[config.mk]
export PLATFORM = sky130hd
export DESIGN_NAME = dmc_core
export DESIGN_NICKNAME = d
export VERILOG_FILES = /design/src/dmc_pkg.sv /design/src/dmc_core.sv
export VERILOG_INCLUDE_DIRS = /design/src /design/src/src
export SDC_FILE = /design/constraint.sdc
export NUM_CORES = 1
export LEC_CHECK = 0
export BUFFER_PORTS_ARGS = -buffer_cell sky130_fd_sc_hd__buf_4
export CAP_MARGIN = 25
export CORE_UTILIZATION = 50
export CTS_BUF_LIST = sky130_fd_sc_hd__clkbuf_2
export CTS_CLUSTER_DIAMETER = 80
export DETAILED_ROUTE_END_ITERATION = 7
export PLACE_DENSITY = 0.68
export SETUP_SLACK_MARGIN = 0.1
export SYNTH_ARGS = -nofsm -noshare
export SYNTH_HDL_FRONTEND = slang
export SYNTH_SLANG_ARGS = --single-unit
export TNS_END_PERCENT = 20
[constraint.sdc]
create_clock -name pclk -period 32 [get_ports pclk]
set_input_delay 0 -clock pclk [delete_from_list [all_inputs] [get_ports pclk]]
set_output_delay 0 -clock pclk [all_outputs]
set_load 0.01 [all_outputs]
[src/dmc_regs.svh]
// Register offsets, field positions, reset values and timing counts for the multiply control block
`ifndef DMC_REGS_SVH
`define DMC_REGS_SVH
`define DMC_CTRL_OFF 12'h000
`define DMC_STAT_OFF 12'h004
`define DMC_EVT_OFF 12'h008
`define DMC_ACC_LO_OFF 12'h00C
`define DMC_ACC_HI_OFF 12'h010
`define DMC_ACC_LO_NIB 8
`define DMC_ACC_NIB 20
`define DMC_FRAC_COLS 8
`define DMC_CTRL_RST 32'h0000_0000
`define DMC_ACC_CYC_MS 100
`define DMC_CLK_MHZ 40
`define DMC_ACC_CYC_CLKS ((`DMC_ACC_CYC_MS) * 1000 * (`DMC_CLK_MHZ))
`define DMC_ROUND_DIGIT 4'h5
`endif

[src/dmc_pkg.sv]
// Types shared by the multiply control block
package dmc_pkg;
    typedef enum logic [5:0] {
        DMC_IDLE  = 6'b000001,
        DMC_MULT  = 6'b000010,
        DMC_ROUND = 6'b000100,
        DMC_CLEAR = 6'b001000,
        DMC_PRINT = 6'b010000,
        DMC_LOCK  = 6'b100000
    } dmc_state_t;

    typedef struct packed {
        logic delta;
        logic hundreds;
        logic thousands;
        logic subtract_product_key;
        logic non_multiply;
        logic motor_bar;
    } dmc_keys_t;

    typedef struct packed {
        logic arm_multiply_step;
        logic multiply_pos;
        logic keyboard_repeat;
        logic lane64;
        logic lane65;
        logic lane66;
        logic neg_carriage;
    } dmc_lanes_t;
endpackage

[src/dmc_core.sv]
// Multiply control: shift select, round and clear, lamps, delta clear, negative multiply, interlocks
`timescale 1ns/1ps
`include "dmc_regs.svh"
module dmc_core #(
    parameter int ACC_CYC_CLKS = `DMC_ACC_CYC_CLKS,
    parameter int NIB = `DMC_ACC_NIB
) (
    // Clock and reset
    input wire logic pclk,
    input wire logic presetn,
    // APB slave
    input wire logic psel,
    input wire logic penable,
    input wire logic pwrite,
    input wire logic [11:0] paddr,
    input wire logic [31:0] pwdata,
    input wire logic [3:0] pstrb,
    output logic [31:0] prdata,
    output logic pready,
    output logic pslverr,
    // Operator pins, asynchronous
    input wire logic [5:0] keys_pin,
    input wire logic lever_rear_pin,
    input wire logic carriage_still_pin,
    input wire logic [6:0] lanes_pin,
    // Mechanism side
    output logic [2:0] lamp_sel,
    output logic neg_lamp,
    output logic print_red,
    output logic print_clear_symbol,
    output logic [1:0] print_col12_letter,
    output logic machine_cycle,
    output logic machine_locked,
    output logic selector_locked,
    output logic repeat_disable,
    output logic multiply_busy
);
    // Two-flop synchronisers for all pins
    logic [15:0] pin_s1_r, pin_s2_r;
    always_ff @(posedge pclk or negedge presetn) begin
        if (!presetn) begin
            pin_s1_r <= 16'h0000;
            pin_s2_r <= 16'h0000;
        end else begin
            pin_s1_r <= {carriage_still_pin, lever_rear_pin, lanes_pin, keys_pin};
            pin_s2_r <= pin_s1_r;
        end
    end
    dmc_pkg::dmc_keys_t keys;
    dmc_pkg::dmc_lanes_t lanes;
    logic lever_rear, still;
    assign keys = dmc_pkg::dmc_keys_t'(pin_s2_r[5:0]);
    assign lanes = dmc_pkg::dmc_lanes_t'(pin_s2_r[12:6]);
    assign lever_rear = pin_s2_r[13];
    assign still = pin_s2_r[14];

    // Key and lane rising edges, taken from second stage only
    logic [12:0] prev_r;
    always_ff @(posedge pclk or negedge presetn) begin
        if (!presetn) begin
            prev_r <= 13'h0000;
        end else begin
            prev_r <= pin_s2_r[12:0];
        end
    end
    logic [12:0] rise;
    assign rise = pin_s2_r[12:0] & ~prev_r;
    logic delta_p, nonx_p, negk_p, bar_p, lane66_p, mpos_p;
    assign delta_p = rise[5];
    assign negk_p = rise[2];
    assign nonx_p = rise[1];
    assign bar_p = rise[0];
    assign lane66_p = rise[7];
    assign mpos_p = rise[11];

    // Software control register
    logic [1:0] shift_code_r;
    logic [1:0] round_col_r;
    logic round_en_r, clear_en_r, frac_mode_r, sw_go_r;
    logic [11:0] lamp_pos_r;
    logic [63:0] mult_in_r;
    logic [31:0] ctrl_val;
    assign ctrl_val = {8'h00, lamp_pos_r, 4'h0, frac_mode_r, clear_en_r, round_en_r, round_col_r, shift_code_r, 1'b0};
    logic apb_wr, apb_rd;
    assign apb_wr = psel && penable && pwrite;
    assign apb_rd = psel && penable && !pwrite;

    function automatic logic [31:0] dmc_merge(input logic [31:0] old, input logic [31:0] nw, input logic [3:0] st);
        logic [31:0] r;
        r = old;
        for (int i = 0; i < 4; i++) begin
            if (st[i]) begin
                r[i*8 +: 8] = nw[i*8 +: 8];
            end
        end
        return r;
    endfunction

    logic [31:0] ctrl_nxt;
    assign ctrl_nxt = dmc_merge(ctrl_val, pwdata, pstrb);
    always_ff @(posedge pclk or negedge presetn) begin
        if (!presetn) begin
            shift_code_r <= 2'h0;
            round_col_r <= 2'h0;
            round_en_r <= 1'b0;
            clear_en_r <= 1'b0;
            frac_mode_r <= 1'b0;
            // Default lamps at 2/3, 5/6, 8/9 as column indices 2, 5, 8
            lamp_pos_r <= 12'h852;
            sw_go_r <= 1'b0;
        end else begin
            sw_go_r <= 1'b0;
            if (apb_wr && paddr == `DMC_CTRL_OFF) begin
                shift_code_r <= ctrl_nxt[2:1];
                round_col_r <= ctrl_nxt[4:3];
                round_en_r <= ctrl_nxt[5];
                clear_en_r <= ctrl_nxt[6];
                frac_mode_r <= ctrl_nxt[7];
                lamp_pos_r <= ctrl_nxt[23:12];
                sw_go_r <= ctrl_nxt[0];
            end
        end
    end
    always_ff @(posedge pclk or negedge presetn) begin
        if (!presetn) begin
            mult_in_r <= 64'h0;
        end else if (apb_wr && paddr == `DMC_ACC_LO_OFF) begin
            mult_in_r[31:0] <= dmc_merge(mult_in_r[31:0], pwdata, pstrb);
        end else if (apb_wr && paddr == `DMC_ACC_HI_OFF) begin
            mult_in_r[63:32] <= dmc_merge(mult_in_r[63:32], pwdata, pstrb);
        end
    end

    // Arm, negative and lock state
    dmc_pkg::dmc_state_t state_r;
    logic armed_r, neg_r, lock_r, over_c_r, over_m_r;
    logic [4*NIB-1:0] acc_r;
    logic [31:0] cnt_r;
    logic routine;
    assign routine = state_r != dmc_pkg::DMC_IDLE && state_r != dmc_pkg::DMC_LOCK;
    logic done;
    assign done = state_r == dmc_pkg::DMC_PRINT && cnt_r == 32'h0;
    logic start;
    assign start = armed_r && mpos_p && !lock_r;

    always_ff @(posedge pclk or negedge presetn) begin
        if (!presetn) begin
            armed_r <= 1'b0;
        end else if (lanes.arm_multiply_step && bar_p && !keys.non_multiply) begin
            armed_r <= 1'b1;
        end else if (nonx_p || start || lever_rear) begin
            armed_r <= 1'b0;
        end
    end
    // Negative lamp set wins, held until done, lever rearward or non-multiply bar
    always_ff @(posedge pclk or negedge presetn) begin
        if (!presetn) begin
            neg_r <= 1'b0;
        end else if ((negk_p || rise[6]) && !routine) begin
            neg_r <= 1'b1;
        end else if (done || (lever_rear && !routine) || (keys.non_multiply && bar_p && !lanes.multiply_pos)) begin
            neg_r <= 1'b0;
        end
    end
    // Bar with armed carriage in plain position locks the machine
    always_ff @(posedge pclk or negedge presetn) begin
        if (!presetn) begin
            lock_r <= 1'b0;
        end else if (lever_rear) begin
            lock_r <= 1'b0;
        end else if (armed_r && rise[11 - 0] == 1'b0 && bar_p && !lanes.multiply_pos && !lanes.arm_multiply_step) begin
            lock_r <= 1'b1;
        end
    end
    // Override keys latched at start, held until done
    always_ff @(posedge pclk or negedge presetn) begin
        if (!presetn) begin
            over_c_r <= 1'b0;
            over_m_r <= 1'b0;
        end else if (start) begin
            over_c_r <= keys.hundreds;
            over_m_r <= keys.thousands;
        end else if (done) begin
            over_c_r <= 1'b0;
            over_m_r <= 1'b0;
        end
    end

    logic [3:0] shift_sel;
    always_comb begin
        case (shift_code_r)
            2'h0: shift_sel = 4'h2;
            2'h1: shift_sel = 4'h5;
            2'h2: shift_sel = 4'h7;
            default: shift_sel = 4'h8;
        endcase
        if (over_m_r) begin
            shift_sel = 4'h8;
        end else if (over_c_r) begin
            shift_sel = 4'h7;
        end
    end

    // Routine sequencer, one accumulator-cycle count per step
    always_ff @(posedge pclk or negedge presetn) begin
        if (!presetn) begin
            state_r <= dmc_pkg::DMC_IDLE;
            cnt_r <= 32'h0;
        end else begin
            if (cnt_r != 32'h0) begin
                cnt_r <= cnt_r - 32'h1;
            end
            case (state_r)
                dmc_pkg::DMC_IDLE: begin
                    if (lock_r) begin
                        state_r <= dmc_pkg::DMC_LOCK;
                    end else if (start || sw_go_r) begin
                        state_r <= dmc_pkg::DMC_MULT;
                        cnt_r <= 32'(ACC_CYC_CLKS - 1);
                    end else if ((delta_p && lever_rear) || (lane66_p && frac_mode_r)) begin
                        state_r <= dmc_pkg::DMC_CLEAR;
                        cnt_r <= 32'(ACC_CYC_CLKS - 1);
                    end
                end
                dmc_pkg::DMC_MULT: begin
                    if (cnt_r == 32'h0) begin
                        state_r <= dmc_pkg::DMC_ROUND;
                        cnt_r <= 32'(ACC_CYC_CLKS - 1);
                    end
                end
                dmc_pkg::DMC_ROUND: begin
                    if (cnt_r == 32'h0) begin
                        state_r <= dmc_pkg::DMC_PRINT;
                        cnt_r <= 32'(ACC_CYC_CLKS - 1);
                    end
                end
                dmc_pkg::DMC_CLEAR: begin
                    if (cnt_r == 32'h0) begin
                        state_r <= dmc_pkg::DMC_IDLE;
                    end
                end
                dmc_pkg::DMC_PRINT: begin
                    if (cnt_r == 32'h0) begin
                        state_r <= dmc_pkg::DMC_IDLE;
                    end
                end
                dmc_pkg::DMC_LOCK: begin
                    if (!lock_r) begin
                        state_r <= dmc_pkg::DMC_IDLE;
                    end
                end
                default: state_r <= dmc_pkg::DMC_IDLE;
            endcase
        end
    end

    // Accumulator: twenty BCD nibbles, loaded shifted, then rounded and cleared
    logic [4*NIB-1:0] acc_round;
    always_comb begin
        logic [4:0] s;
        logic cy;
        s = 5'h00;
        acc_round = acc_r;
        cy = 1'b0;
        for (int i = 0; i < NIB; i++) begin
            s = {1'b0, acc_r[4*i +: 4]} + {4'h0, cy};
            if (round_en_r && i == int'(round_col_r)) begin
                s = s + {1'b0, `DMC_ROUND_DIGIT};
            end
            cy = s > 5'd9;
            acc_round[4*i +: 4] = cy ? 4'(s - 5'd10) : s[3:0];
        end
    end
    always_ff @(posedge pclk or negedge presetn) begin
        if (!presetn) begin
            acc_r <= '0;
        end else if (state_r == dmc_pkg::DMC_IDLE && (start || sw_go_r)) begin
            acc_r <= (4*NIB)'(frac_mode_r ? acc_r[4*`DMC_FRAC_COLS-1:0] : 32'h0) |
                     ((4*NIB)'(mult_in_r) << (4 * shift_sel));
        end else if (state_r == dmc_pkg::DMC_ROUND && cnt_r == 32'h0) begin
            for (int i = 0; i < NIB; i++) begin
                if ((round_en_r || clear_en_r) && !frac_mode_r && i <= int'(round_col_r)) begin
                    acc_r[4*i +: 4] <= 4'h0;
                end else begin
                    acc_r[4*i +: 4] <= acc_round[4*i +: 4];
                end
            end
        // Delta clear zeros all, nothing transferred
        end else if (state_r == dmc_pkg::DMC_CLEAR && cnt_r == 32'h0) begin
            acc_r <= '0;
        end
    end

    // One lamp, only when still and lever forward
    // Lamp chosen by lane65, else lane64, else the right lamp; lamp_pos_r does not steer it
    always_comb begin
        lamp_sel = 3'b000;
        if (still && !lever_rear) begin
            if (lanes.lane65) begin
                lamp_sel = 3'b100;
            end else if (lanes.lane64) begin
                lamp_sel = 3'b010;
            end else begin
                lamp_sel = 3'b001;
            end
        end
    end

    // Mechanism outputs from flops
    always_ff @(posedge pclk or negedge presetn) begin
        if (!presetn) begin
            machine_cycle <= 1'b0;
            print_red <= 1'b0;
            print_clear_symbol <= 1'b0;
            print_col12_letter <= 2'h0;
        end else begin
            // Cycle at routine end, or on bar when idle, unlocked and unarmed; delta forward as bar two
            machine_cycle <= done || (!routine && !lock_r && !armed_r && (bar_p || (delta_p && !lever_rear)));
            print_red <= done && neg_r;
            print_clear_symbol <= state_r == dmc_pkg::DMC_CLEAR && cnt_r == 32'h0;
            print_col12_letter <= done ? {over_m_r, over_c_r & ~over_m_r} : 2'h0;
        end
    end
    assign neg_lamp = neg_r;
    assign machine_locked = lock_r;
    // Selectors locked from start until product cycle done
    assign selector_locked = routine || start;
    assign repeat_disable = keys.non_multiply;
    assign multiply_busy = routine;

    // APB read side, zero wait
    assign pready = 1'b1;
    logic known;
    assign known = paddr == `DMC_CTRL_OFF || paddr == `DMC_STAT_OFF || paddr == `DMC_EVT_OFF ||
                   paddr == `DMC_ACC_LO_OFF || paddr == `DMC_ACC_HI_OFF;
    assign pslverr = psel && penable && !known;
    always_ff @(posedge pclk or negedge presetn) begin
        if (!presetn) begin
            prdata <= 32'h0;
        end else if (psel && !penable && !pwrite) begin
            if (paddr == `DMC_CTRL_OFF) begin
                prdata <= ctrl_val;
            end else if (paddr == `DMC_STAT_OFF) begin
                prdata <= {16'h0, 2'h0, state_r, lamp_sel, neg_r, lock_r, armed_r, over_m_r, over_c_r};
            end else if (paddr == `DMC_EVT_OFF) begin
                prdata <= {28'h0, shift_sel};
            end else if (paddr == `DMC_ACC_LO_OFF) begin
                prdata <= acc_r[31:0];
            end else if (paddr == `DMC_ACC_HI_OFF) begin
                prdata <= acc_r[63:32];
            end else begin
                prdata <= 32'h0;
            end
        end
    end
endmodule

==> summary.md <==
| Metric | Value |
|---|---|
| Fraction of layout cells with a size suffix above 1 | between 10% and 20% |
| Core footprint | roughly 0.032 sq mm |
| Power Dens Cells | approximately 46 mW/mm^2 |
| Vias in the first global route | approximately 14,000 |
| Starting Density | a little over 50% |
| Total gr overflow | 0 |
| Violated checks | DRC |
| CP Capture Type | flop |
| EDFF count, synth | 0 |
| Post-detailed-routing wire length | approximately 52 mm |
| Final Net Count | about 2,000 |
| Max transition margin | between 20% and 30% |
| 1st-pass router iterations | 8 |
| DRC Markers | 9 |
| Number of instances on the worst hold path | 5 |
| Insertion delay of the later-clocked pin in the worst-skew pair | between 900 and 1000 ps |
| Leading register cell type out of synthesis | sky130_fd_sc_hd__dfrtp_1 |
| Combined area of the multi-input logic cells | 0.00894 sq mm |
| CTS HTree Levels | 3 |
| Critical Path Most Common Cell | sky130_fd_sc_hd__ha_1 |
| Synth warn | 0 |
| Clock tree from TritonCTS | yes |
| Final Cycle Share | 77.4% |
| Async SR Flop Fraction | 100% |
| Worst reg2reg startpoint | acc_r[0] |
| First-iteration detailed-routing DRC count | 1,777 |
| Hold Violations, Final | 0 |
| Number of top-level pins | roughly 120 |
| Placed Instances | 2,137 |
| CTS Sinks | 263 |
| Final non-filler cell total | around 2,400 |
| Maximum number of pins on one net before global-route repair | 114 |
| Area growth from synthesis to layout | 19.0% |
| First-pass GRT wire length | 81.3 mm |
| Routed wire per std cell | 21.7 um |
| Netlist area before placement | roughly 0.016 sq mm |
| Gate count of the mapped netlist | 1,718 |
| Slew of the pin with the lowest slew margin | around 1100 ps |
| DP HPWL | 35.0 mm |
| Vertical extent of the die | roughly 180 um |
| Largest cells by area after synthesis | sky130_fd_sc_hd__dfrtp_1 40%, sky130_fd_sc_hd__mux2_2 6.3%, sky130_fd_sc_hd__ha_1 4.2% |
| Cell at the root of the clock tree | sky130_fd_sc_hd__clkbuf_2 |
| Clock period minus worst slack | around 25,000 ps |
| Count of final setup violators | 0 |
| CTS resizes | 0 |
| CTS buffer count | 70 |
| Library cell with the highest instance count after synthesis | sky130_fd_sc_hd__dfrtp_1 |
| Total Die Area | around 0.033 sq mm |
| Post-synthesis net count | around 1,800 |
| Maximum fanout count along the critical path | 11 |
| Per-instance average area after synthesis | ~9.4 sq um |
| Startpoint type of the worst setup path | flop |
| Number of distinct library cells after synthesis | just under 80 |
| Remaining antenna violation count after routing | 0 |
| CP required | between 30,000 and 40,000 ps |
| Commonest cells in the synthesized netlist | 258 x sky130_fd_sc_hd__dfrtp_1, 179 x sky130_fd_sc_hd__nand2_1, 125 x sky130_fd_sc_hd__nor2_1, 110 x sky130_fd_sc_hd__o21ai_0, 95 x sky130_fd_sc_hd__clkbuf_1 |
| Antenna violations before repair | 2 |
| Slowest stage cell on the critical path | sky130_fd_sc_hd__a211oi_1 |
| Number of rows created at floorplan | 65 |
| Origin of the worst min-delay path | paddr[6] |
| Worst clock skew | approximately 110 ps |
| Via total after detailed routing | between 15,000 and 20,000 |
| Max stage delay on crit path | approximately 670 ps |
| Max capacitance violation total | 0 |
| Setup repair bufs after CTS | 0 |
| Maximum resistive drop on vdd | ~0.000045 V |
| Hold WC Path Type | in2reg |
| RSZ-0062 raised after global routing | no |
| Die width | around 180 um |
| Result of the run | complete, but fails checks |
| Area fraction of the dominant cell type after synthesis | between 40% and 50% |
| Number of buffers inserted for hold repair after clock tree synthesis | 130 |
| Crit. Startpoint | acc_r[0] |
| All-layer global routing usage | roughly a third |
| Setup TNS | 0 ps |
| Flip-flop and latch count after synthesis | approximately 260 |
| Type of the worst setup path | reg2reg |
| Clock edge transition at the registers on the reported setup and hold paths | around 110 ps |
| Sequential-to-total area share from yosys stat | between 40% and 50% |
| Maximum clock path buffer count | 3 |
| Fmax | around 40 MHz |
| Max Slew Vio Count | 0 |
| Register-to-register setup slack | about 7200 ps |
| Capture instance of the worst register-to-register path | acc_r[61] |
| GPL Wtd Cong | ~0.96 |
| Seq. cell area | around 0.0066 sq mm |
| Number of input and output port buffers inserted | 112 |
| Area leader, netlist | sky130_fd_sc_hd__dfrtp_1 |
| Vias per Instance | approximately 6.3 |
| Length in cells of the worst reg-to-reg path | 109 |
| WP data arrival | ~26,000 ps |
| Worst-case hold path end point | prdata[27] |
| Leakage | 8.43 nW |
| Filler cells | roughly 2,700 |
## layout by cell type (no fill, tap or decap), types with 12 or more instances in the layout
cell type / Yosys / routed
sky130_fd_sc_hd__o22ai_1: 19 / 19
sky130_fd_sc_hd__nand2b_1: 18 / 18
sky130_fd_sc_hd__nor4_1: 13 / 13
sky130_fd_sc_hd__o31ai_1: 12 / 12
sky130_fd_sc_hd__ha_1: 54 / 54
sky130_fd_sc_hd__mux2_2: 90 / 90
sky130_fd_sc_hd__a221oi_1: 14 / 14
sky130_fd_sc_hd__nor3_1: 39 / 39
sky130_fd_sc_hd__nor2_1: 125 / 122
sky130_fd_sc_hd__a21oi_1: 82 / 81
sky130_fd_sc_hd__clkbuf_2: 0 / 101
sky130_fd_sc_hd__nand3_1: 43 / 43
sky130_fd_sc_hd__a31oi_1: 15 / 15
sky130_fd_sc_hd__a222oi_1: 15 / 15
sky130_fd_sc_hd__xnor2_1: 71 / 71
sky130_fd_sc_hd__o221ai_1: 19 / 19
sky130_fd_sc_hd__clkinv_1: 0 / 12
sky130_fd_sc_hd__a221o_1: 30 / 30
sky130_fd_sc_hd__o21ai_0: 110 / 110
sky130_fd_sc_hd__dlygate4sd3_1: 0 / 129
sky130_fd_sc_hd__a22oi_1: 35 / 35
sky130_fd_sc_hd__o211ai_1: 27 / 27
sky130_fd_sc_hd__buf_4: 1 / 130
sky130_fd_sc_hd__nand2_1: 179 / 179
sky130_fd_sc_hd__nor2b_1: 22 / 21
sky130_fd_sc_hd__xor2_1: 15 / 15
sky130_fd_sc_hd__inv_1: 47 / 47
sky130_fd_sc_hd__mux2i_1: 48 / 48
sky130_fd_sc_hd__dfrtp_1: 258 / 258
sky130_fd_sc_hd__a32oi_1: 12 / 12
sky130_fd_sc_hd__and3_1: 23 / 23
sky130_fd_sc_hd__or3_1: 13 / 13
sky130_fd_sc_hd__or2_2: 14 / 14
## metal layers
layer	vias up	wire (um)	GRT usage, %
li1	6838	-	-
met1	7321	22400	45.2
met2	798	22500	47.2
met3	105	5760	8.48
met4	0	1270	9.73
met5	-	0	0
## worst max-delay path: cells and delay by family, from the launching register on
kind	cells	cell delay [ps]
flops	1	550
simple gates	13	2530
fa+ha+maj	35	9590
compound gates	42	8530
buf+inv	12	1380
xor+xnor	7	2060
## where the power goes
group | internal, mW | switching (mW)
Clock | 0.0949 | 0.149
Combinational | 0.102 | 0.137
Sequential | 0.361 | 0.0430
## final cells by class
class | count | area share (%)
multi-input combinational | 1294 | 46.6
sequential | 263 | 34.4
timing repair buffer | 261 | 12.0
clock buffer | 101 | 2.64
tap | 402 | 2.62
inverter | 47 | 0.920
clock inverter | 22 | 0.744
antenna | 2 | 0.0261
## registers in the layout, indices dropped and copies added (netlist names), 2 cells and up
name	flops
state_r	6
pin_s2_r	14
cnt_r	32
mult_in_r	64
shift_code_r	2
print_col12_letter	2
acc_r	64
lamp_pos_r	12
prdata	32
pin_s1_r	14
prev_r	7
round_col_r	2
## cell families (layout without fill, tap and decap cells)
family,Yosys count,count (layout),share of synthesized area [%]
AOI/OAI and AO/OA,466,466,20.1
xor gates and xnor gates,86,86,4.68
adders and majority gates,54,54,4.19
buffers and inverters,161,431,3.88
DFF,263,263,40.9
muxes,140,140,9.55
other,1,3,0.0233
and+or+nand+nor,547,547,16.7
## worst max path at each step
stage	end	slack [ps]
finish	acc_r[61]	7220
floorplan	acc_r[61]	11310
global route	acc_r[61]	5230
CTS	acc_r[61]	7600
detailed placement	acc_r[61]	7680
global placement	acc_r[61]	8300
## metrics by stage
stage	cell area, sq um	setup slack (ps)	power, mW	hold WS, ps	util, %
6_report	19200	7220	0.886	23.1	60.6
5_1_grt	19200	5230	0.936	44.6	60.6
4_1_cts	19200	7600	0.883	4.83	60.6
3_5_place_dp	17200	7680	0.629	111	54.4
3_3_place_gp	17200	8300	0.624	109	54.4
2_1_floorplan	16100	11310	0.553	-296	-
No activity file was read; power rests on OpenSTA's default activity.
